==> config.mk <==
export PLATFORM = sky130hd
export DESIGN_NAME = timer_counter8
export DESIGN_NICKNAME = d
export VERILOG_FILES = /design/src/rtl/timer_pkg.sv /design/src/rtl/tick_if.sv /design/src/rtl/timer_counter8.sv /design/src/rtl/timer_prescaler.sv
export SDC_FILE = /design/constraint.sdc
export NUM_CORES = 1
export LEC_CHECK = 0
export ABC_AREA = 0
export BUFFER_PORTS_ARGS = -buffer_cell sky130_fd_sc_hd__buf_2
export CAP_MARGIN = 10
export CELL_PAD_IN_SITES_DETAIL_PLACEMENT = 1
export CELL_PAD_IN_SITES_GLOBAL_PLACEMENT = 1
export CORE_ASPECT_RATIO = 1.2
export CORE_MARGIN = 2
export CORE_UTILIZATION = 40
export CTS_CLUSTER_DIAMETER = 30
export CTS_CLUSTER_SIZE = 30
export DETAILED_ROUTE_END_ITERATION = 8
export GPL_ROUTABILITY_DRIVEN = 0
export PLACE_DENSITY = 0.8
export SYNTH_ARGS = -nofsm -noshare
export SYNTH_HDL_FRONTEND = slang
export SYNTH_SLANG_ARGS = --single-unit
==> constraint.sdc <==
create_clock -name aclk -period 2.45 [get_ports aclk]
set_input_delay 0.3675 -clock aclk [delete_from_list [all_inputs] [get_ports aclk]]
set_output_delay 0.3675 -clock aclk [all_outputs]
set_load 0.01 [all_outputs]
==> src/rtl/timer_pkg.sv <==
/*
  Constants for the 8-bit timer/counter: register offsets, field positions,
  reset values, prescaler tap masks and counting modes.
  Assumes a 32-bit AXI4-Lite register bus with byte addresses.
*/
package timer_pkg;

  // ---------------------------------------------------------------
  // Bus geometry
  // ---------------------------------------------------------------
  localparam int AXI_AW = 8;
  localparam int AXI_DW = 32;

  // ---------------------------------------------------------------
  // Register offsets
  // ---------------------------------------------------------------
  localparam logic [7:0] OFF_COUNT    = 8'h00;
  localparam logic [7:0] OFF_COMPARE  = 8'h04;
  localparam logic [7:0] OFF_CTRL     = 8'h08;
  localparam logic [7:0] OFF_ASYNC    = 8'h0C;
  localparam logic [7:0] OFF_FLAG     = 8'h10;
  localparam logic [7:0] OFF_FLAG_CLR = 8'h14;
  localparam logic [7:0] OFF_MASK     = 8'h18;

  // ---------------------------------------------------------------
  // Field positions
  // ---------------------------------------------------------------
  localparam int CTRL_CS_LSB   = 0;
  localparam int CTRL_MODE_LSB = 3;
  localparam int CTRL_COM_LSB  = 5;
  localparam int ASYNC_SEL_BIT = 0;
  localparam int ASYNC_BOT_BIT = 1;
  localparam int ASYNC_MAX_BIT = 2;
  localparam int ASYNC_TOP_BIT = 3;
  localparam int FLAG_OVF_BIT  = 0;
  localparam int FLAG_CMP_BIT  = 1;

  // ---------------------------------------------------------------
  // Values and reset values
  // ---------------------------------------------------------------
  localparam logic [7:0] CNT_BOTTOM = 8'h00;
  localparam logic [7:0] CNT_MAX    = 8'hFF;
  localparam logic [7:0] CNT_RST    = 8'h00;
  localparam logic [7:0] CMP_RST    = 8'h00;
  localparam logic [2:0] CS_RST     = 3'h0;
  localparam logic [2:0] CS_STOP    = 3'h0;
  localparam logic [1:0] FLAG_RST   = 2'h0;
  localparam logic [1:0] RESP_OKAY  = 2'h0;
  localparam logic [1:0] RESP_SLV   = 2'h2;

  // ---------------------------------------------------------------
  // Counting modes and compare output actions
  // ---------------------------------------------------------------
  localparam logic [1:0] MODE_NORMAL = 2'h0;
  localparam logic [1:0] MODE_PWM_PC = 2'h1;
  localparam logic [1:0] MODE_CTC    = 2'h2;
  localparam logic [1:0] MODE_PWM_FS = 2'h3;
  localparam logic [1:0] COM_OFF     = 2'h0;
  localparam logic [1:0] COM_TOGGLE  = 2'h1;
  localparam logic [1:0] COM_CLEAR   = 2'h2;
  localparam logic [1:0] COM_SET     = 2'h3;

  // ---------------------------------------------------------------
  // Prescaler tap masks (division 1, 8, 32, 64, 128, 256, 1024)
  // ---------------------------------------------------------------
  localparam int         PRE_W      = 10;
  localparam logic [9:0] PRE_DIV1   = 10'h000;
  localparam logic [9:0] PRE_DIV8   = 10'h007;
  localparam logic [9:0] PRE_DIV32  = 10'h01F;
  localparam logic [9:0] PRE_DIV64  = 10'h03F;
  localparam logic [9:0] PRE_DIV128 = 10'h07F;
  localparam logic [9:0] PRE_DIV256 = 10'h0FF;
  localparam logic [9:0] PRE_DIV1K  = 10'h3FF;

  typedef enum logic {DIR_UP, DIR_DOWN} dir_t;

endpackage : timer_pkg

==> src/rtl/tick_if.sv <==
/*
  Carries the timer clock enable from the prescaler to the counter.
  Assumes both ends run on the one system clock.
*/
`timescale 1ns/1ps
`default_nettype none

interface tick_if;
  logic tick;
  modport src (output tick);
  modport dst (input  tick);
endinterface : tick_if

`default_nettype wire

==> src/rtl/timer_counter8.sv <==
/*
  Single-channel 8-bit timer/counter with compare unit, waveform output,
  overflow and compare flags, interrupt mask and AXI4-Lite register access.
  Assumes one system clock aclk and a synchronous active-low reset.
*/
// The register offsets and the AXI4-Lite interface to the registers were chosen for this implementation.
`timescale 1ns/1ps
`default_nettype none

module timer_counter8 (
  // Clock and reset
  input  wire logic        aclk,
  input  wire logic        aresetn,
  // AXI4-Lite write address
  input  wire logic [7:0]  s_axi_awaddr,
  input  wire logic        s_axi_awvalid,
  output logic             s_axi_awready,
  // AXI4-Lite write data
  input  wire logic [31:0] s_axi_wdata,
  input  wire logic [3:0]  s_axi_wstrb,
  input  wire logic        s_axi_wvalid,
  output logic             s_axi_wready,
  // AXI4-Lite write response
  output logic [1:0]       s_axi_bresp,
  output logic             s_axi_bvalid,
  input  wire logic        s_axi_bready,
  // AXI4-Lite read
  input  wire logic [7:0]  s_axi_araddr,
  input  wire logic        s_axi_arvalid,
  output logic             s_axi_arready,
  output logic [31:0]      s_axi_rdata,
  output logic [1:0]       s_axi_rresp,
  output logic             s_axi_rvalid,
  input  wire logic        s_axi_rready,
  // Oscillator pins
  input  wire logic        crystal_in_pin,
  output logic             crystal_out_pin,
  // Waveform and interrupt
  output logic             compare_output_pin,
  output logic             irq
);

  tick_if tk ();

  logic [7:0]        aw_addr_r, aw_addr_nxt;
  logic              aw_have_r, aw_have_nxt;
  logic [31:0]       w_data_r, w_data_nxt;
  logic              w_lane_r, w_lane_nxt;
  logic              w_have_r, w_have_nxt;
  logic              bvalid_r, bvalid_nxt;
  logic [1:0]        bresp_r, bresp_nxt;
  logic              rvalid_r, rvalid_nxt;
  logic [1:0]        rresp_r, rresp_nxt;
  logic [31:0]       rdata_r, rdata_nxt;
  logic              do_wr;
  logic              wr_ok;

  logic [7:0]        cnt_r, cnt_nxt;
  logic [7:0]        cmp_buf_r, cmp_buf_nxt;
  logic [7:0]        cmp_act_r, cmp_act_nxt;
  logic [2:0]        cs_r, cs_nxt;
  logic [1:0]        mode_r, mode_nxt;
  logic [1:0]        com_r, com_nxt;
  logic              async_r, async_nxt;
  logic [1:0]        flags_r, flags_nxt;
  logic [1:0]        mask_r, mask_nxt;
  logic              block_r, block_nxt;
  timer_pkg::dir_t   dir_r, dir_nxt;
  logic              oc_r, oc_nxt;
  logic              xo_r;
  logic [1:0]        flag_set;
  logic [1:0]        flag_clr;
  logic [7:0]        top;
  logic              at_bottom, at_max, at_top, pwm_mode;
  logic              match, ovf, wr_cnt;

  timer_prescaler u_pre (
    .aclk               (aclk),
    .aresetn            (aresetn),
    .clock_select_bits  (cs_r),
    .async_clock_select (async_r),
    .crystal_in_pin     (crystal_in_pin),
    .tk                 (tk.src)
  );

  // ---------------------------------------------------------------
  // AXI4-Lite slave
  // ---------------------------------------------------------------
  assign s_axi_awready = !aw_have_r;
  assign s_axi_wready  = !w_have_r;
  assign s_axi_bvalid  = bvalid_r;
  assign s_axi_bresp   = bresp_r;
  assign s_axi_arready = !rvalid_r;
  assign s_axi_rvalid  = rvalid_r;
  assign s_axi_rresp   = rresp_r;
  assign s_axi_rdata   = rdata_r;

  always_comb begin
    aw_addr_nxt = aw_addr_r;
    aw_have_nxt = aw_have_r;
    w_data_nxt  = w_data_r;
    w_lane_nxt  = w_lane_r;
    w_have_nxt  = w_have_r;
    bvalid_nxt  = bvalid_r;
    bresp_nxt   = bresp_r;
    rvalid_nxt  = rvalid_r;
    rresp_nxt   = rresp_r;
    rdata_nxt   = rdata_r;
    do_wr       = aw_have_r && w_have_r && !bvalid_r;
    wr_ok       = 1'b0;
    case (aw_addr_r)
      timer_pkg::OFF_COUNT, timer_pkg::OFF_COMPARE, timer_pkg::OFF_CTRL,
      timer_pkg::OFF_ASYNC, timer_pkg::OFF_FLAG, timer_pkg::OFF_FLAG_CLR,
      timer_pkg::OFF_MASK: wr_ok = 1'b1;
      default:             wr_ok = 1'b0;
    endcase
    if (s_axi_awvalid && !aw_have_r) begin
      aw_addr_nxt = s_axi_awaddr;
      aw_have_nxt = 1'b1;
    end
    if (s_axi_wvalid && !w_have_r) begin
      w_data_nxt = s_axi_wdata;
      w_lane_nxt = s_axi_wstrb[0];
      w_have_nxt = 1'b1;
    end
    if (do_wr) begin
      aw_have_nxt = 1'b0;
      w_have_nxt  = 1'b0;
      bvalid_nxt  = 1'b1;
      bresp_nxt   = wr_ok ? timer_pkg::RESP_OKAY : timer_pkg::RESP_SLV;
    end else if (bvalid_r && s_axi_bready) begin
      bvalid_nxt = 1'b0;
    end
    if (s_axi_arvalid && !rvalid_r) begin
      rvalid_nxt = 1'b1;
      rresp_nxt  = timer_pkg::RESP_OKAY;
      rdata_nxt  = 32'h0000_0000;
      case (s_axi_araddr)
        timer_pkg::OFF_COUNT:    rdata_nxt[7:0] = cnt_r;
        timer_pkg::OFF_COMPARE:  rdata_nxt[7:0] = cmp_buf_r;
        timer_pkg::OFF_CTRL: begin
          rdata_nxt[timer_pkg::CTRL_CS_LSB +: 3]   = cs_r;
          rdata_nxt[timer_pkg::CTRL_MODE_LSB +: 2] = mode_r;
          rdata_nxt[timer_pkg::CTRL_COM_LSB +: 2]  = com_r;
        end
        timer_pkg::OFF_ASYNC: begin
          rdata_nxt[timer_pkg::ASYNC_SEL_BIT] = async_r;
          rdata_nxt[timer_pkg::ASYNC_BOT_BIT] = at_bottom;
          rdata_nxt[timer_pkg::ASYNC_MAX_BIT] = at_max;
          rdata_nxt[timer_pkg::ASYNC_TOP_BIT] = at_top;
        end
        timer_pkg::OFF_FLAG:     rdata_nxt[1:0] = flags_r;
        timer_pkg::OFF_FLAG_CLR: rdata_nxt[1:0] = 2'h0;
        timer_pkg::OFF_MASK:     rdata_nxt[1:0] = mask_r;
        default:                 rresp_nxt = timer_pkg::RESP_SLV;
      endcase
    end else if (rvalid_r && s_axi_rready) begin
      rvalid_nxt = 1'b0;
    end
  end

  always_ff @(posedge aclk) begin
    if (!aresetn) begin
      aw_addr_r <= 8'h00;
      aw_have_r <= 1'b0;
      w_data_r  <= 32'h0000_0000;
      w_lane_r  <= 1'b0;
      w_have_r  <= 1'b0;
      bvalid_r  <= 1'b0;
      bresp_r   <= timer_pkg::RESP_OKAY;
      rvalid_r  <= 1'b0;
      rresp_r   <= timer_pkg::RESP_OKAY;
      rdata_r   <= 32'h0000_0000;
    end else begin
      aw_addr_r <= aw_addr_nxt;
      aw_have_r <= aw_have_nxt;
      w_data_r  <= w_data_nxt;
      w_lane_r  <= w_lane_nxt;
      w_have_r  <= w_have_nxt;
      bvalid_r  <= bvalid_nxt;
      bresp_r   <= bresp_nxt;
      rvalid_r  <= rvalid_nxt;
      rresp_r   <= rresp_nxt;
      rdata_r   <= rdata_nxt;
    end
  end

  // ---------------------------------------------------------------
  // Counter, compare unit, flags and waveform
  // ---------------------------------------------------------------
  always_comb begin
    cnt_nxt     = cnt_r;
    cmp_buf_nxt = cmp_buf_r;
    cmp_act_nxt = cmp_act_r;
    cs_nxt      = cs_r;
    mode_nxt    = mode_r;
    com_nxt     = com_r;
    async_nxt   = async_r;
    mask_nxt    = mask_r;
    dir_nxt     = dir_r;
    oc_nxt      = oc_r;
    flag_set    = 2'h0;
    flag_clr    = 2'h0;
    ovf         = 1'b0;
    pwm_mode    = (mode_r == timer_pkg::MODE_PWM_PC) || (mode_r == timer_pkg::MODE_PWM_FS);
    top         = (mode_r == timer_pkg::MODE_CTC) ? cmp_act_r : timer_pkg::CNT_MAX;
    at_bottom   = (cnt_r == timer_pkg::CNT_BOTTOM);
    at_max      = (cnt_r == timer_pkg::CNT_MAX);
    at_top      = (cnt_r == top);
    match       = tk.tick && (cnt_r == cmp_act_r) && !block_r;
    wr_cnt      = do_wr && w_lane_r && (aw_addr_r == timer_pkg::OFF_COUNT);
    block_nxt   = wr_cnt ? 1'b1 : (tk.tick ? 1'b0 : block_r);

    if (tk.tick) begin
      case (mode_r)
        timer_pkg::MODE_PWM_PC: begin
          if (dir_r == timer_pkg::DIR_UP) begin
            if (at_max) begin
              dir_nxt     = timer_pkg::DIR_DOWN;
              cnt_nxt     = cnt_r - 8'h01;
              cmp_act_nxt = cmp_buf_r;
            end else begin
              cnt_nxt = cnt_r + 8'h01;
            end
          end else if (at_bottom) begin
            dir_nxt = timer_pkg::DIR_UP;
            cnt_nxt = cnt_r + 8'h01;
            ovf     = 1'b1;
          end else begin
            cnt_nxt = cnt_r - 8'h01;
          end
          if (match && com_r[1]) begin
            oc_nxt = (dir_r == timer_pkg::DIR_UP) ^ com_r[0] ? 1'b0 : 1'b1;
          end
        end
        timer_pkg::MODE_PWM_FS: begin
          cnt_nxt = at_max ? timer_pkg::CNT_BOTTOM : cnt_r + 8'h01;
          ovf     = at_max;
          if (at_max) begin
            cmp_act_nxt = cmp_buf_r;
          end
          if (com_r[1]) begin
            if (match) begin
              oc_nxt = com_r[0];
            end else if (at_max) begin
              oc_nxt = !com_r[0];
            end
          end
        end
        default: begin
          cnt_nxt = (at_top || at_max) ? timer_pkg::CNT_BOTTOM : cnt_r + 8'h01;
          ovf     = at_max;
          if (match) begin
            case (com_r)
              timer_pkg::COM_TOGGLE: oc_nxt = !oc_r;
              timer_pkg::COM_CLEAR:  oc_nxt = 1'b0;
              timer_pkg::COM_SET:    oc_nxt = 1'b1;
              default:               oc_nxt = oc_r;
            endcase
          end
        end
      endcase
    end

    if (do_wr && w_lane_r) begin
      case (aw_addr_r)
        timer_pkg::OFF_COUNT:   cnt_nxt = w_data_r[7:0];
        timer_pkg::OFF_COMPARE: begin
          cmp_buf_nxt = w_data_r[7:0];
          if (!pwm_mode) begin
            cmp_act_nxt = w_data_r[7:0];
          end
        end
        timer_pkg::OFF_CTRL: begin
          cs_nxt   = w_data_r[timer_pkg::CTRL_CS_LSB +: 3];
          mode_nxt = w_data_r[timer_pkg::CTRL_MODE_LSB +: 2];
          com_nxt  = w_data_r[timer_pkg::CTRL_COM_LSB +: 2];
          dir_nxt  = timer_pkg::DIR_UP;
        end
        timer_pkg::OFF_ASYNC:    async_nxt = w_data_r[timer_pkg::ASYNC_SEL_BIT];
        timer_pkg::OFF_FLAG_CLR: flag_clr  = w_data_r[1:0];
        timer_pkg::OFF_MASK:     mask_nxt  = w_data_r[1:0];
        default:                 flag_clr  = 2'h0;
      endcase
    end

    flag_set[timer_pkg::FLAG_CMP_BIT] = match;
    flag_set[timer_pkg::FLAG_OVF_BIT] = ovf;
    flags_nxt = (flags_r & ~flag_clr) | flag_set;
  end

  always_ff @(posedge aclk) begin
    if (!aresetn) begin
      cnt_r     <= timer_pkg::CNT_RST;
      cmp_buf_r <= timer_pkg::CMP_RST;
      cmp_act_r <= timer_pkg::CMP_RST;
      cs_r      <= timer_pkg::CS_RST;
      mode_r    <= timer_pkg::MODE_NORMAL;
      com_r     <= timer_pkg::COM_OFF;
      async_r   <= 1'b0;
      flags_r   <= timer_pkg::FLAG_RST;
      mask_r    <= timer_pkg::FLAG_RST;
      block_r   <= 1'b0;
      dir_r     <= timer_pkg::DIR_UP;
      oc_r      <= 1'b0;
      xo_r      <= 1'b0;
    end else begin
      cnt_r     <= cnt_nxt;
      cmp_buf_r <= cmp_buf_nxt;
      cmp_act_r <= cmp_act_nxt;
      cs_r      <= cs_nxt;
      mode_r    <= mode_nxt;
      com_r     <= com_nxt;
      async_r   <= async_nxt;
      flags_r   <= flags_nxt;
      mask_r    <= mask_nxt;
      block_r   <= block_nxt;
      dir_r     <= dir_nxt;
      oc_r      <= oc_nxt;
      xo_r      <= !crystal_in_pin;
    end
  end

  // ---------------------------------------------------------------
  // Outputs
  // ---------------------------------------------------------------
  assign compare_output_pin = oc_r;
  assign crystal_out_pin    = xo_r;
  assign irq                = |(flags_r & mask_r);

endmodule : timer_counter8

`default_nettype wire

==> src/rtl/timer_prescaler.sv <==
/*
  Clock select and prescaler: picks the system clock or the synchronised
  crystal oscillator, divides it and emits a one-cycle timer clock enable.
  Assumes the crystal input is far slower than aclk.
*/
`timescale 1ns/1ps
`default_nettype none

module timer_prescaler (
  // Clock and reset
  input  wire logic       aclk,
  input  wire logic       aresetn,
  // Settings
  input  wire logic [2:0] clock_select_bits,
  input  wire logic       async_clock_select,
  // Oscillator
  input  wire logic       crystal_in_pin,
  // Timer clock enable
  tick_if.src             tk
);

  logic                           xs1_r, xs2_r, xs3_r;
  logic [timer_pkg::PRE_W-1:0]    pre_r, pre_nxt;
  logic [timer_pkg::PRE_W-1:0]    mask;
  logic                           base_en;

  // ---------------------------------------------------------------
  // Oscillator synchroniser and edge detect
  // ---------------------------------------------------------------
  always_ff @(posedge aclk) begin
    if (!aresetn) begin
      xs1_r <= 1'b0;
      xs2_r <= 1'b0;
      xs3_r <= 1'b0;
    end else begin
      xs1_r <= crystal_in_pin;
      xs2_r <= xs1_r;
      xs3_r <= xs2_r;
    end
  end

  // ---------------------------------------------------------------
  // Source select and divider
  // ---------------------------------------------------------------
  always_comb begin
    base_en = async_clock_select ? (xs2_r & ~xs3_r) : 1'b1;
    pre_nxt = base_en ? pre_r + 10'h001 : pre_r;
    case (clock_select_bits)
      3'h1:    mask = timer_pkg::PRE_DIV1;
      3'h2:    mask = timer_pkg::PRE_DIV8;
      3'h3:    mask = timer_pkg::PRE_DIV32;
      3'h4:    mask = timer_pkg::PRE_DIV64;
      3'h5:    mask = timer_pkg::PRE_DIV128;
      3'h6:    mask = timer_pkg::PRE_DIV256;
      3'h7:    mask = timer_pkg::PRE_DIV1K;
      default: mask = timer_pkg::PRE_DIV1;
    endcase
    tk.tick = base_en && (clock_select_bits != timer_pkg::CS_STOP)
              && ((pre_r & mask) == mask);
  end

  always_ff @(posedge aclk) begin
    if (!aresetn) begin
      pre_r <= '0;
    end else begin
      pre_r <= pre_nxt;
    end
  end

endmodule : timer_prescaler

`default_nettype wire

* Word-level counts from Yosys, hierarchy flattened
Cells that the tools add are included.
** Operators by class
- Add/sub/neg operators :: 3
- Equal/unequal tests :: 31
- Reductions and logical operators :: 42
- Multiplexer cells :: 53
- Bitwise gates (word level) :: 10
** Operator list (number)
- $mux 8 :: 15
- $pmux 10 s6 :: 1
- $eq 8x5->1 const B :: 6
- $eq 8x4->1 const B :: 4
- $pmux 8 s2 :: 2
- $mux 1 :: 25
- $logic_not 8->1 :: 3
- $eq 8x3->1 const B :: 2
- $eq 8x8->1 :: 2
- $logic_and 1x1->1 :: 14
- $reduce_or 7->1 :: 2
- $eq 3x3->1 const B :: 4
- $pmux 2 s6 :: 1
- $add 10x1->10 const B :: 1
- $and 10x10->10 :: 1
- $eq 10x10->1 :: 1
- $pmux 3 s3 :: 1
- $add 8x1->8 const B :: 1
- $eq 2x2->1 const B :: 4
- $eq 8x8->1 const B :: 1
- $logic_not 1->1 :: 8
- $mux 2 :: 4
- $pmux 2 s4 :: 1
- $reduce_and 2->1 :: 4
- other kinds (20) :: 31
** Storage, ports and cells
- Output and inout port bits :: 44
- Register bits after elaboration :: 86
- Word-level logic and storage cells :: 166

* Longest topological paths before layout
Gate-level depths: netlist of the first run.
- Depth in word-level cells :: 10
- Mapped depth :: 9
- Depth with buffers taken out :: 8

* Hierarchy
From an unflattened synthesis of the first run, not the netlist that was laid out.
** Unflattened totals
- Cells, all modules :: 567
- Area, all modules :: 4655.7 µm²
** Modules (own cells, without submodules)
- timer_counter8 :: cells an instance 495, sequential area each 1421.4 µm², times used 1, area each 3972.6 µm²
- timer_prescaler :: cells an instance 72, sequential area each 260.2 µm², times used 1, area each 683.2 µm²

* Least setup slack after synthesis of the first run
OpenSTA, ideal clock, no wires.
- Path kind :: flip-flop to flip-flop
- From :: reg aw_addr_r[0]
- To :: reg cmp_act_r[6]
- Data arrival time :: 2.130 ns
- Cell stages (with the launch flop) :: 8
- Period minus slack after synthesis :: 2.253 ns
- Setup slack :: 0.197 ns
- Setup time :: 0.123 ns
- Cell sequence :: dfxtp_1 or4_4 nand4bb_4 nor4b_4 buf_6 mux2_2 nand3_1 nand3_1
** On the way
- Word-level cells in the longest chain between the ends :: 3
** RTL lines
- from (decl) :: RTL line timer_counter8.sv:45 : logic [7:0] aw_addr_r, aw_addr_nxt;
- from (signal assigned) :: RTL line timer_counter8.sv:175 : aw_addr_r <= aw_addr_nxt;
- $eq 8x3->1 :: RTL line timer_counter8.sv:266 : case (aw_addr_r)
- $mux 8 :: RTL line timer_counter8.sv:266
- $mux 8 :: RTL line timer_counter8.sv:265 : if (do_wr && w_lane_r) begin
- to (signal assigned) :: RTL line timer_counter8.sv:296 : cmp_act_r <= timer_pkg::CMP_RST;
- to (signal assigned) :: RTL line timer_counter8.sv:310 : cmp_act_r <= cmp_act_nxt;
- to (decl) :: RTL line timer_counter8.sv:60 : logic [7:0] cmp_act_r, cmp_act_nxt;
Every way passes these cells.
A chain may end at the register's enable or synchronous reset.

* Worst setup path in the final report of the first run
- From :: reg cnt_r[2]
- To :: reg cmp_act_r[2]
** On the way
- Word-level cells in the longest chain between the ends :: 8
** RTL lines
- from (decl) :: RTL line timer_counter8.sv:58 : logic [7:0] cnt_r, cnt_nxt;
- from (signal assigned) :: RTL line timer_counter8.sv:294 : cnt_r <= timer_pkg::CNT_RST;
- from (signal assigned) :: RTL line timer_counter8.sv:308 : cnt_r <= cnt_nxt;
- $eq 8x8->1 * :: RTL line timer_counter8.sv:208 : at_max = (cnt_r == timer_pkg::CNT_MAX);
- $mux 8 * :: RTL line timer_counter8.sv:218, timer_counter8.sv:239
- $mux 8 :: RTL line timer_counter8.sv:217 : if (dir_r == timer_pkg::DIR_UP) begin
- $pmux 8 s2 * :: RTL line timer_counter8.sv:215 : case (mode_r)
- $mux 8 * :: RTL line timer_counter8.sv:214 : if (tk.tick) begin
- $mux 8 :: RTL line timer_counter8.sv:270 : if (!pwm_mode) begin
- $mux 8 :: RTL line timer_counter8.sv:266
- $mux 8 * :: RTL line timer_counter8.sv:265
Mark *: on every way between the ends. The rest lies on a longest branch, timed or not.

==> qor.csv, run 1 <==
metric,value,unit
arrival,2580,ps
end_kind,register,
reg2reg_depth,8,
n_antenna_cell,0,
synth_cell_types,77,
ys_seq_area_share,34.49,%
hold_violations,0,
cts_tree,yes,
ant_nets,0,
relSlewSlack,57.88,%
routed_wl,14.97,mm
crit_required,2710,ps
vias,4703,
drc,0,
rsz0062_at_grt,no,
final_cell_mix,"nand2_1 (98), dfxtp_1 (83), buf_2 (50)",
clkLatencyLatePin,340,ps
viasPerCell,5.694,
ys_seq_elements,84,
yosys_warnings,0,
regArea,1683,µm²
grt_max_degree,54,
coreArea,12000,µm²
worstMarginPinSlew,630.5,ps
tns,0,ps
synthFlopType,dfxtp_1,
ios,104,
worstSetupEndpoint,cmp_act_r[2]$_SDFF_PN0_,
dp_hpwl,10.94,mm
fin_crit_sh,94.45,%
hold_start,crystal_in_pin,
r2r_end,cmp_act_r[2]$_SDFF_PN0_,
grt_pass1_vias,4868,
postCtsHoldBufs,0,
antenna_found_initial,0,
peakVddDrop,327.6,µV
grt_pass1_wl,24.52,mm
drive_above_1_share,21.50,%
cp_max_fo,10,
r2r_start,cnt_r[2]$_SDFF_PN0_,
clock-sinks,84,
drv_cap,0,
fmax,432.1,MHz
drv_slew,0,
final_common_cell,nand2_1,
synth_edf_count,0,
fin_area,5777,µm²
nFillCells,1526,
syn2layout_area_growth,18.48,%
gr-total-overflow,0,
netlist_instances,587,
rows,44,
cts_made_buffers,9,
status,"complete, no violations",
placed_cell_area,5431,µm²
dr.pass1.iters,5,
start_kind,register,
final_cells,826,
hold_path.class,input port to register,
initialDrtViolationCount,276,
post-place-cells,810,
fin_skew,6.827,ps
root_buffer,clkbuf_16,
ys_async_sr_fraction,0,%
whs,189.0,ps
routedWlPerCell,18.12,µm
die_w,104.8,µm
grt_util_all_layers,23.25,%
multi_input_area,2890,µm²
final_util,48.13,%
avgSynthCellArea,8.307,µm²
criticalPathCategory,register to register,
start_util,40.63,%
critPathLaunch,cnt_r[2]$_SDFF_PN0_,
clockBufferDepth,2,
htreeDepth,3,
synth_area,4876,µm²
setup_viol,0,
clk_pin_slew_worst_paths,60,ps
dieArea,13090,µm²
io_buffers,50,
power_density,548.8,nW/µm²
dieHeight,124.9,µm
p_leak,2.264,nW
r2r_setup_slack,140,ps
fin_crit,2314,ps
nNetsFinal,724,
-- cell families (layout without fill, tap and decap cells) --
group / after synthesis / in the layout / synth area share, %
adders and majority gates: 3 / 3 / 0.7699
and+or+nand+nor: 236 / 236 / 25.33
muxes: 25 / 25 / 5.697
buffers and inverters: 75 / 128 / 8.596
AOI/OAI and AO/OA: 144 / 144 / 21.63
other: 1 / 26 / 0.07691
DFF: 84 / 84 / 34.49
xor gates and xnor gates: 19 / 19 / 3.413
-- synth_stat cells, drive strengths merged (7+ instances only) --
cell type | count | area (µm²)
a21oi | 11 | 55.05
a21boi | 27 | 202.7
or4 | 8 | 63.81
nand3 | 17 | 85.08
xnor2 | 9 | 78.83
buf | 42 | 290.3
mux2 | 9 | 105.1
nand4 | 8 | 50.05
and2 | 20 | 125.1
nand2b | 8 | 50.05
xor2 | 10 | 87.58
mux2i | 15 | 150.1
inv | 13 | 48.80
dfxtp | 84 | 1682
nor2 | 20 | 75.07
clkbuf | 19 | 71.32
nor3 | 8 | 40.04
a31oi | 12 | 75.07
nor4b | 7 | 76.32
a211oi | 7 | 52.55
o21ai | 36 | 183.9
nor2b | 22 | 137.6
nand2 | 98 | 367.9
-- critical path, cell delays in order (launching register included) --
cell and delay [ps]:
dfxtp_1 460, buf_4 220, nand3_1 150, or3_1 470, buf_4 190, a211oi_1 240
buf_4 200, o21ai_0 90, a31oi_1 200
-- report_power, final --
part           switching [mW]  internal [mW]  total [mW]
Combinational           0.140          0.107       0.247
Sequential             0.0430           1.40        1.45
Clock                   0.582          0.895        1.48
-- state kept, by name, indices dropped and copies added, names as in the netlist, 3 cells and up --
name / count
aw_addr_r: 8
cmp_act_r: 8
cmp_buf_r: 8
cnt_r: 8
cs_r: 3
s_axi_rdata: 8
u_pre.pre_r: 10
w_data_r: 8
-- metrics by stage --
step	worst slack (ps)	power, mW
after global placement	94.78	1.706
after CTS	32.05	3.191
after global routing	0.1703	3.276
after floorplan	197.2	1.655
final	135.9	3.170
after detailed placement	-21.61	1.721
-- layer usage --
| metal | part of all wire [%] | track usage [%] | vias up |
|---|---|---|---|
| li1 | - | - | 2200 |
| met1 | 40 | 26.26 | 2276 |
| met2 | 50 | 40.26 | 166 |
| met3 | 4.2 | 4.536 | 61 |
| met4 | 6.1 | 14.04 | 0 |
| met5 | 0 | 0 | - |
-- worst min-delay path by stage --
stage               cells after the start                          to
finish                                  2  crystal_out_pin$_SDFF_PN0_
global route                            2  crystal_out_pin$_SDFF_PN0_
CTS                                     2  crystal_out_pin$_SDFF_PN0_
detailed placement                      1      u_pre.xs2_r$_SDFF_PN0_
global placement                        1      u_pre.xs2_r$_SDFF_PN0_
floorplan                               1      u_pre.xs2_r$_SDFF_PN0_
-- what timing repair did --
| action | CTS | global route |
|---|---|---|
| resized for setup | 1 | 7 |
| endpoints found under the setup margin | 1 | 17 |
| setup buffers | 0 | 1 |
| pin swaps | 0 | 1 |
-- layout make-up --
cell class,instances,area share (%)
repair buffers,100,11.05
inverters,13,0.8447
multi-input cells,453,50.03
clock buffers,10,3.964
clock inverters,5,1.494
well taps,161,3.487
flip-flops and latches,84,29.13
Power figures use the tool's default switching activity.
==> run 2, diff against run 1 <==
- CORE_UTILIZATION: 40 -> 37
- PLACE_DENSITY: 0.8 -> 0.78
- clock period: 2.45 -> 2 ns (I/O delays scaled with it)
==> qor.csv, run 2 (synthesis gave the netlist of run 1 again) <==
metric,value,unit,change
regArea,1699,µm²,+0.97%
dp_hpwl,12.31,mm,+13%
gr-total-overflow,0,,unchanged
coreArea,12780,µm²,+6.5%
path_buf_inv,2,,-1
vias,5085,,+8.1%
die_w,108.8,µm,+3.8%
routed_wl,17.92,mm,+20%
p_int,2.692,mW,+12%
final_common_cell,buf_4,,
pwr-share-clk,41.8,%,-4.8 points
drc,0,,unchanged
violations,negative setup slack,,
crit_top_cell,buf_4,,
power_density,562.4,nW/µm²,+2.5%
fin_area,6470,µm²,+12%
multi_input_area,3172,µm²,+9.7%
grt_use_met2,43.97,%,+3.7 points
total_power,3.639,mW,+15%
cts_tree,yes,,
arrival,2640,ps,+60 ps
cp_num_cells,8,,unchanged
reg2reg_depth,8,,unchanged
tns,-4634,ps,-4634 ps
end_kind,register,,
rows,45,,+2.3%
grt_pass1_vias,5187,,+6.6%
p_leak,2.594,nW,+15%
final_cell_mix,"buf_4 (94), nand2_1 (93), dfxtp_1 (74)",,
dr.pass1.iters,5,,unchanged
clk_pin_slew_worst_paths,70,ps,about the same
hold_violations,0,,unchanged
p_sw,946.6,µW,+24%
cts_made_buffers,9,,unchanged
clockBufferDepth,2,,unchanged
largest_reg_flops,10,,unchanged
criticalPathCategory,register to register,,
routedWlPerCell,20.29,µm,+12%
grt_pass1_wl,27.23,mm,+11%
setup_viol,38,,+38
antenna_found_initial,0,,unchanged
ant_nets,0,,unchanged
worst_slack,-388.0,ps,-523.9 ps
p_sw_share,26.01,%,+1.9 points
fin_crit_sh,119.4,%,+25 points
hold_path.class,input port to register,,
clock-sinks,84,,unchanged
min_path_cells,2,,unchanged
busiest_layer,met2,,
status,"finished, violations left",,
rsz0062_at_grt,yes,,
drv_cap,0,,unchanged
crit_required,2260,ps,-450 ps
nFillCells,1522,,-0.26%
placed_cell_area,5834,µm²,+7.4%
peakVddDrop,396.4,µV,+21%
n_antenna_cell,0,,unchanged
clkLatencyLatePin,350,ps,about the same
p_seq_share,48.8,%,+3.2 points
crit_family,compound AO/OA/AOI/OAI gates,,
ios,104,,unchanged
postCtsHoldBufs,0,,unchanged
grt_max_degree,49,,-9.3%
dieArea,14120,µm²,+7.8%
max_stage_delay,440,ps,-30 ps
fmax,418.8,MHz,-3.1%
root_buffer,clkbuf_16,,
start_kind,register,,
worstMarginPinSlew,575.5,ps,-54.95 ps
relSlewSlack,61.55,%,+3.7 points
viasPerCell,5.759,,+1.1%
fin_crit,2388,ps,+73.92 ps
use_met1,28.50,%,+2.2 points
io_buffers,50,,unchanged
nNetsFinal,779,,+7.6%
htreeDepth,3,,unchanged
initialDrtViolationCount,262,,-5.1%
regMostFlops,u_pre.pre_r,,
path_cells,ha_2 -> nand3_1 -> or3_4 -> buf_4 -> a211oi_1 -> buf_4 -> o21ai_0 -> a31oi_1,,
power_frac_comb,9.4,%,+1.6 points
start_util,38.15,%,-2.5 points
fin_skew,8.615,ps,+1.788 ps
drive_above_1_share,34.91,%,+13 points
dieHeight,129.8,µm,+3.8%
globalRouteMet3Util,4.346,%,-0.19 points
syn2layout_area_growth,32.69,%,
crit_slowest_cell,or3_4,,
drv_slew,0,,unchanged
cp_max_fo,8,,-2
grt_util_all_layers,25.18,%,+1.9 points
-- run 2: changes by cell type in the layout (fill, tap and decap cells not counted), moves of 7 or more --
cell,change
dfxtp_1,-9
o21ai_1,+8
a21boi_1,+7
buf_6,+10
buf_4,+45
dfxtp_2,+7
o21ai_0,-12
a21boi_0,-10
-- run 2: cell type report --
cell class / instances / area share [%]
multi-input cells: 453 / 49.02
flip-flops and latches: 84 / 26.26
repair buffers: 155 / 16.82
clock buffers: 9 / 3.481
well taps: 164 / 3.172
inverters: 13 / 0.7542
clock inverters: 5 / 0.4835
-- run 2: worst paths after layout --
path                                             start                          to  slack [ps]
worst max-delay path               cnt_r[1]$_SDFF_PN0_     cmp_act_r[5]$_SDFF_PN0_        -390
worst min-delay path                    crystal_in_pin  crystal_out_pin$_SDFF_PN0_         110
worst max register to register     cnt_r[1]$_SDFF_PN0_     cmp_act_r[5]$_SDFF_PN0_        -390
worst min register to register  u_pre.xs1_r$_SDFF_PN0_      u_pre.xs2_r$_SDFF_PN0_         440
-- run 2: per-layer routing --
layer  routed length (µm)  share of wire, %
met4                 1083               6.0
met3                  772               4.3
met5                    0                 0
met1                 6882                38
met2                 9181                51
-- run 2: stage by stage --
step	hold WS (ps)	std cells	utilization, %	worst slack [ps]
after global routing	127.1	883	50.62	-435.6
after floorplan	371.6	612	-	-252.8
after global placement	414.2	861	45.65	-208.1
after CTS	108.0	879	49.51	-186.7
after detailed placement	426.0	861	45.65	-270.9
final	114.3	883	50.62	-388.0
-- run 2: repair_timing --
item                                    4_1_cts  5_1_grt
endpoints found under the setup margin       38       39
pin swaps                                    11       19
resized for setup                            59       43
setup buffers                                 4        4
-- run 2: worst reg2reg max path: stages (launching register included) --
cell      delay (ps)
dfxtp_2          400
ha_2             220
nand3_1          100
or3_4            440
buf_4            180
a211oi_1         340
buf_4            230
o21ai_0          140
a31oi_1          250
-- run 2: power by group through the flow --
stage	combinational (mW)	clock [mW]	sequential [mW]
2_1_floorplan	0.240	0	1.79
3_3_place_gp	0.301	0	1.81
3_5_place_dp	0.321	0	1.81
4_1_cts	0.335	1.54	1.77
5_1_grt	0.377	1.61	1.78
6_report	0.343	1.52	1.78
==> run 3, diff against run 2 <==
- CORE_UTILIZATION: 37 -> 40
- PLACE_DENSITY: 0.78 -> 0.8
- clock period: 2 -> 2.75 ns (I/O delays scaled with it)
==> qor.csv, run 3 (synthesis gave the netlist of run 1 again) <==
metric,value,unit,change
p_leak,2.122,nW,-18%
tns,0,ps,+4634 ps
clockBufferDepth,2,,unchanged
fmax,380.3,MHz,-9.2%
hold_violations,0,,unchanged
nNetsFinal,698,,-10%
grt_max_degree,34,,-31%
cts_tree,yes,,
rsz0062_at_grt,no,,
fin_skew,9.743,ps,+1.128 ps
worstMarginPinSlew,902.7,ps,+327.2 ps
cts_made_buffers,9,,unchanged
drv_cap,0,,unchanged
routed_wl,14.99,mm,-16%
r2r_setup_slack,120,ps,+510 ps
relSlewSlack,39.69,%,-22 points
die_w,104.8,µm,-3.7%
post-place-cells,785,,-8.8%
placed_cell_area,5231,µm²,-10%
root_buffer,clkbuf_16,,
gr-total-overflow,0,,unchanged
largest_reg_flops,10,,unchanged
power_frac_comb,7.7,%,-1.7 points
initialDrtViolationCount,250,,-4.6%
p_seq_share,46.4,%,-2.4 points
syn2layout_area_growth,13.57,%,
setup_viol,0,,-100%
nFillCells,1508,,-0.92%
rows,44,,-2.2%
start_util,40.63,%,+2.5 points
start_kind,register,,
dieArea,13090,µm²,-7.3%
dieHeight,124.9,µm,-3.7%
crit_required,2990,ps,+730 ps
ios,104,,unchanged
routedWlPerCell,18.71,µm,-7.8%
grt_pass1_vias,4813,,-7.2%
pwr-share-clk,46.0,%,+4.2 points
status,"complete, no violations",,
drive_above_1_share,17.66,%,-17 points
peakVddDrop,430.6,µV,+8.6%
cp_max_fo,7,,-1
clkLatencyLatePin,350,ps,about the same
end_kind,register,,
p_sw,718.7,µW,-24%
final_common_cell,nand2_1,,
post-cts-setup-buffers,0,,-4
htreeDepth,3,,unchanged
grt_pass1_wl,24.21,mm,-11%
dr.pass1.iters,6,,+1
final_cell_mix,"nand2_1 (98), dfxtp_1 (84), buf_2 (50)",,
fin_crit_sh,95.62,%,-24 points
drc,0,,unchanged
criticalPathCategory,register to register,,
vias,4559,,-10%
cts-resized-gates,0,,-100%
fin_crit,2630,ps,+241.5 ps
regMostFlops,u_pre.pre_r,,
postCtsHoldBufs,0,,unchanged
p_sw_share,25.87,%,-0.15 points
power_density,501.7,nW/µm²,-11%
clock-sinks,84,,unchanged
coreArea,12000,µm²,-6.1%
io_buffers,50,,unchanged
viasPerCell,5.692,,-1.2%
p_int,2.060,mW,-23%
drv_slew,0,,unchanged
antenna_found_initial,0,,unchanged
hold_path.class,input port to register,,
dp_hpwl,10.99,mm,-11%
n_antenna_cell,0,,unchanged
final_cells,801,,-9.3%
fin_area,5538,µm²,-14%
ant_nets,0,,unchanged
grt_util_all_layers,23.19,%,-2.0 points
clk_pin_slew_worst_paths,70,ps,about the same
arrival,2870,ps,+230 ps
-- run 3: cell count changes in the layout (fill, tap and decap cells not counted), sizes merged --
cell / change
inv: +3
clkinvlp: -1
bufinv: +1
clkinv: -1
buf: -81
-- run 3: final timing paths --
kind,start,end,depth (start not counted)
max,cnt_r[0]$_SDFF_PN0_,cnt_r[4]$_SDFF_PN0_,8
min,crystal_in_pin,crystal_out_pin$_SDFF_PN0_,2
max reg2reg,cnt_r[0]$_SDFF_PN0_,cnt_r[4]$_SDFF_PN0_,8
min reg2reg,u_pre.xs1_r$_SDFF_PN0_,u_pre.xs2_r$_SDFF_PN0_,1
-- run 3: layer usage --
layer,vias to the layer above,GRT usage (%),wire (µm)
li1,2143,-,-
met1,2243,26.06,6069
met2,126,41.33,7595
met3,47,4.067,611
met4,0,12.63,709
met5,-,0,0
-- run 3: worst max-delay path: stages (launching register included) --
cell      delay (ps)
dfxtp_1          410
inv_1            130
ha_1             230
or3b_2           510
o21ai_0          340
nand2_1          140
nand3_1          280
o311ai_0         200
o221a_2          280
-- run 3: final cells by class --
class	instances	area, µm²	share of cell area [%]
tap	161	201.4	3.638
sequential	84	1682	30.37
multi-input combinational	453	2869	51.81
timing repair buffer	74	430.4	7.772
clock inverter	7	81.33	1.469
clock buffer	9	225.2	4.067
inverter	13	48.80	0.8812
-- run 3: per-stage QoR --
stage | hold WS (ps) | power, mW | setup WS (ps) | utilization, %
finish | 228.9 | 2.778 | 120.5 | 46.14
floorplan | 411.9 | 1.474 | 497.2 | -
CTS | 224.7 | 2.794 | 161.1 | 46.14
global placement | 417.1 | 1.516 | 326.2 | 43.59
global route | 221.2 | 2.874 | 36.90 | 46.14
detailed placement | 421.6 | 1.529 | 180.7 | 43.59
-- run 3: power by group through the flow --
| stage | sequential, mW | clock, mW | combinational, mW |
|---|---|---|---|
| floorplan | 1.30 | 0 | 0.172 |
| global placement | 1.31 | 0 | 0.202 |
| detailed placement | 1.32 | 0 | 0.213 |
| CTS | 1.29 | 1.29 | 0.214 |
| global route | 1.29 | 1.34 | 0.237 |
| finish | 1.29 | 1.28 | 0.213 |
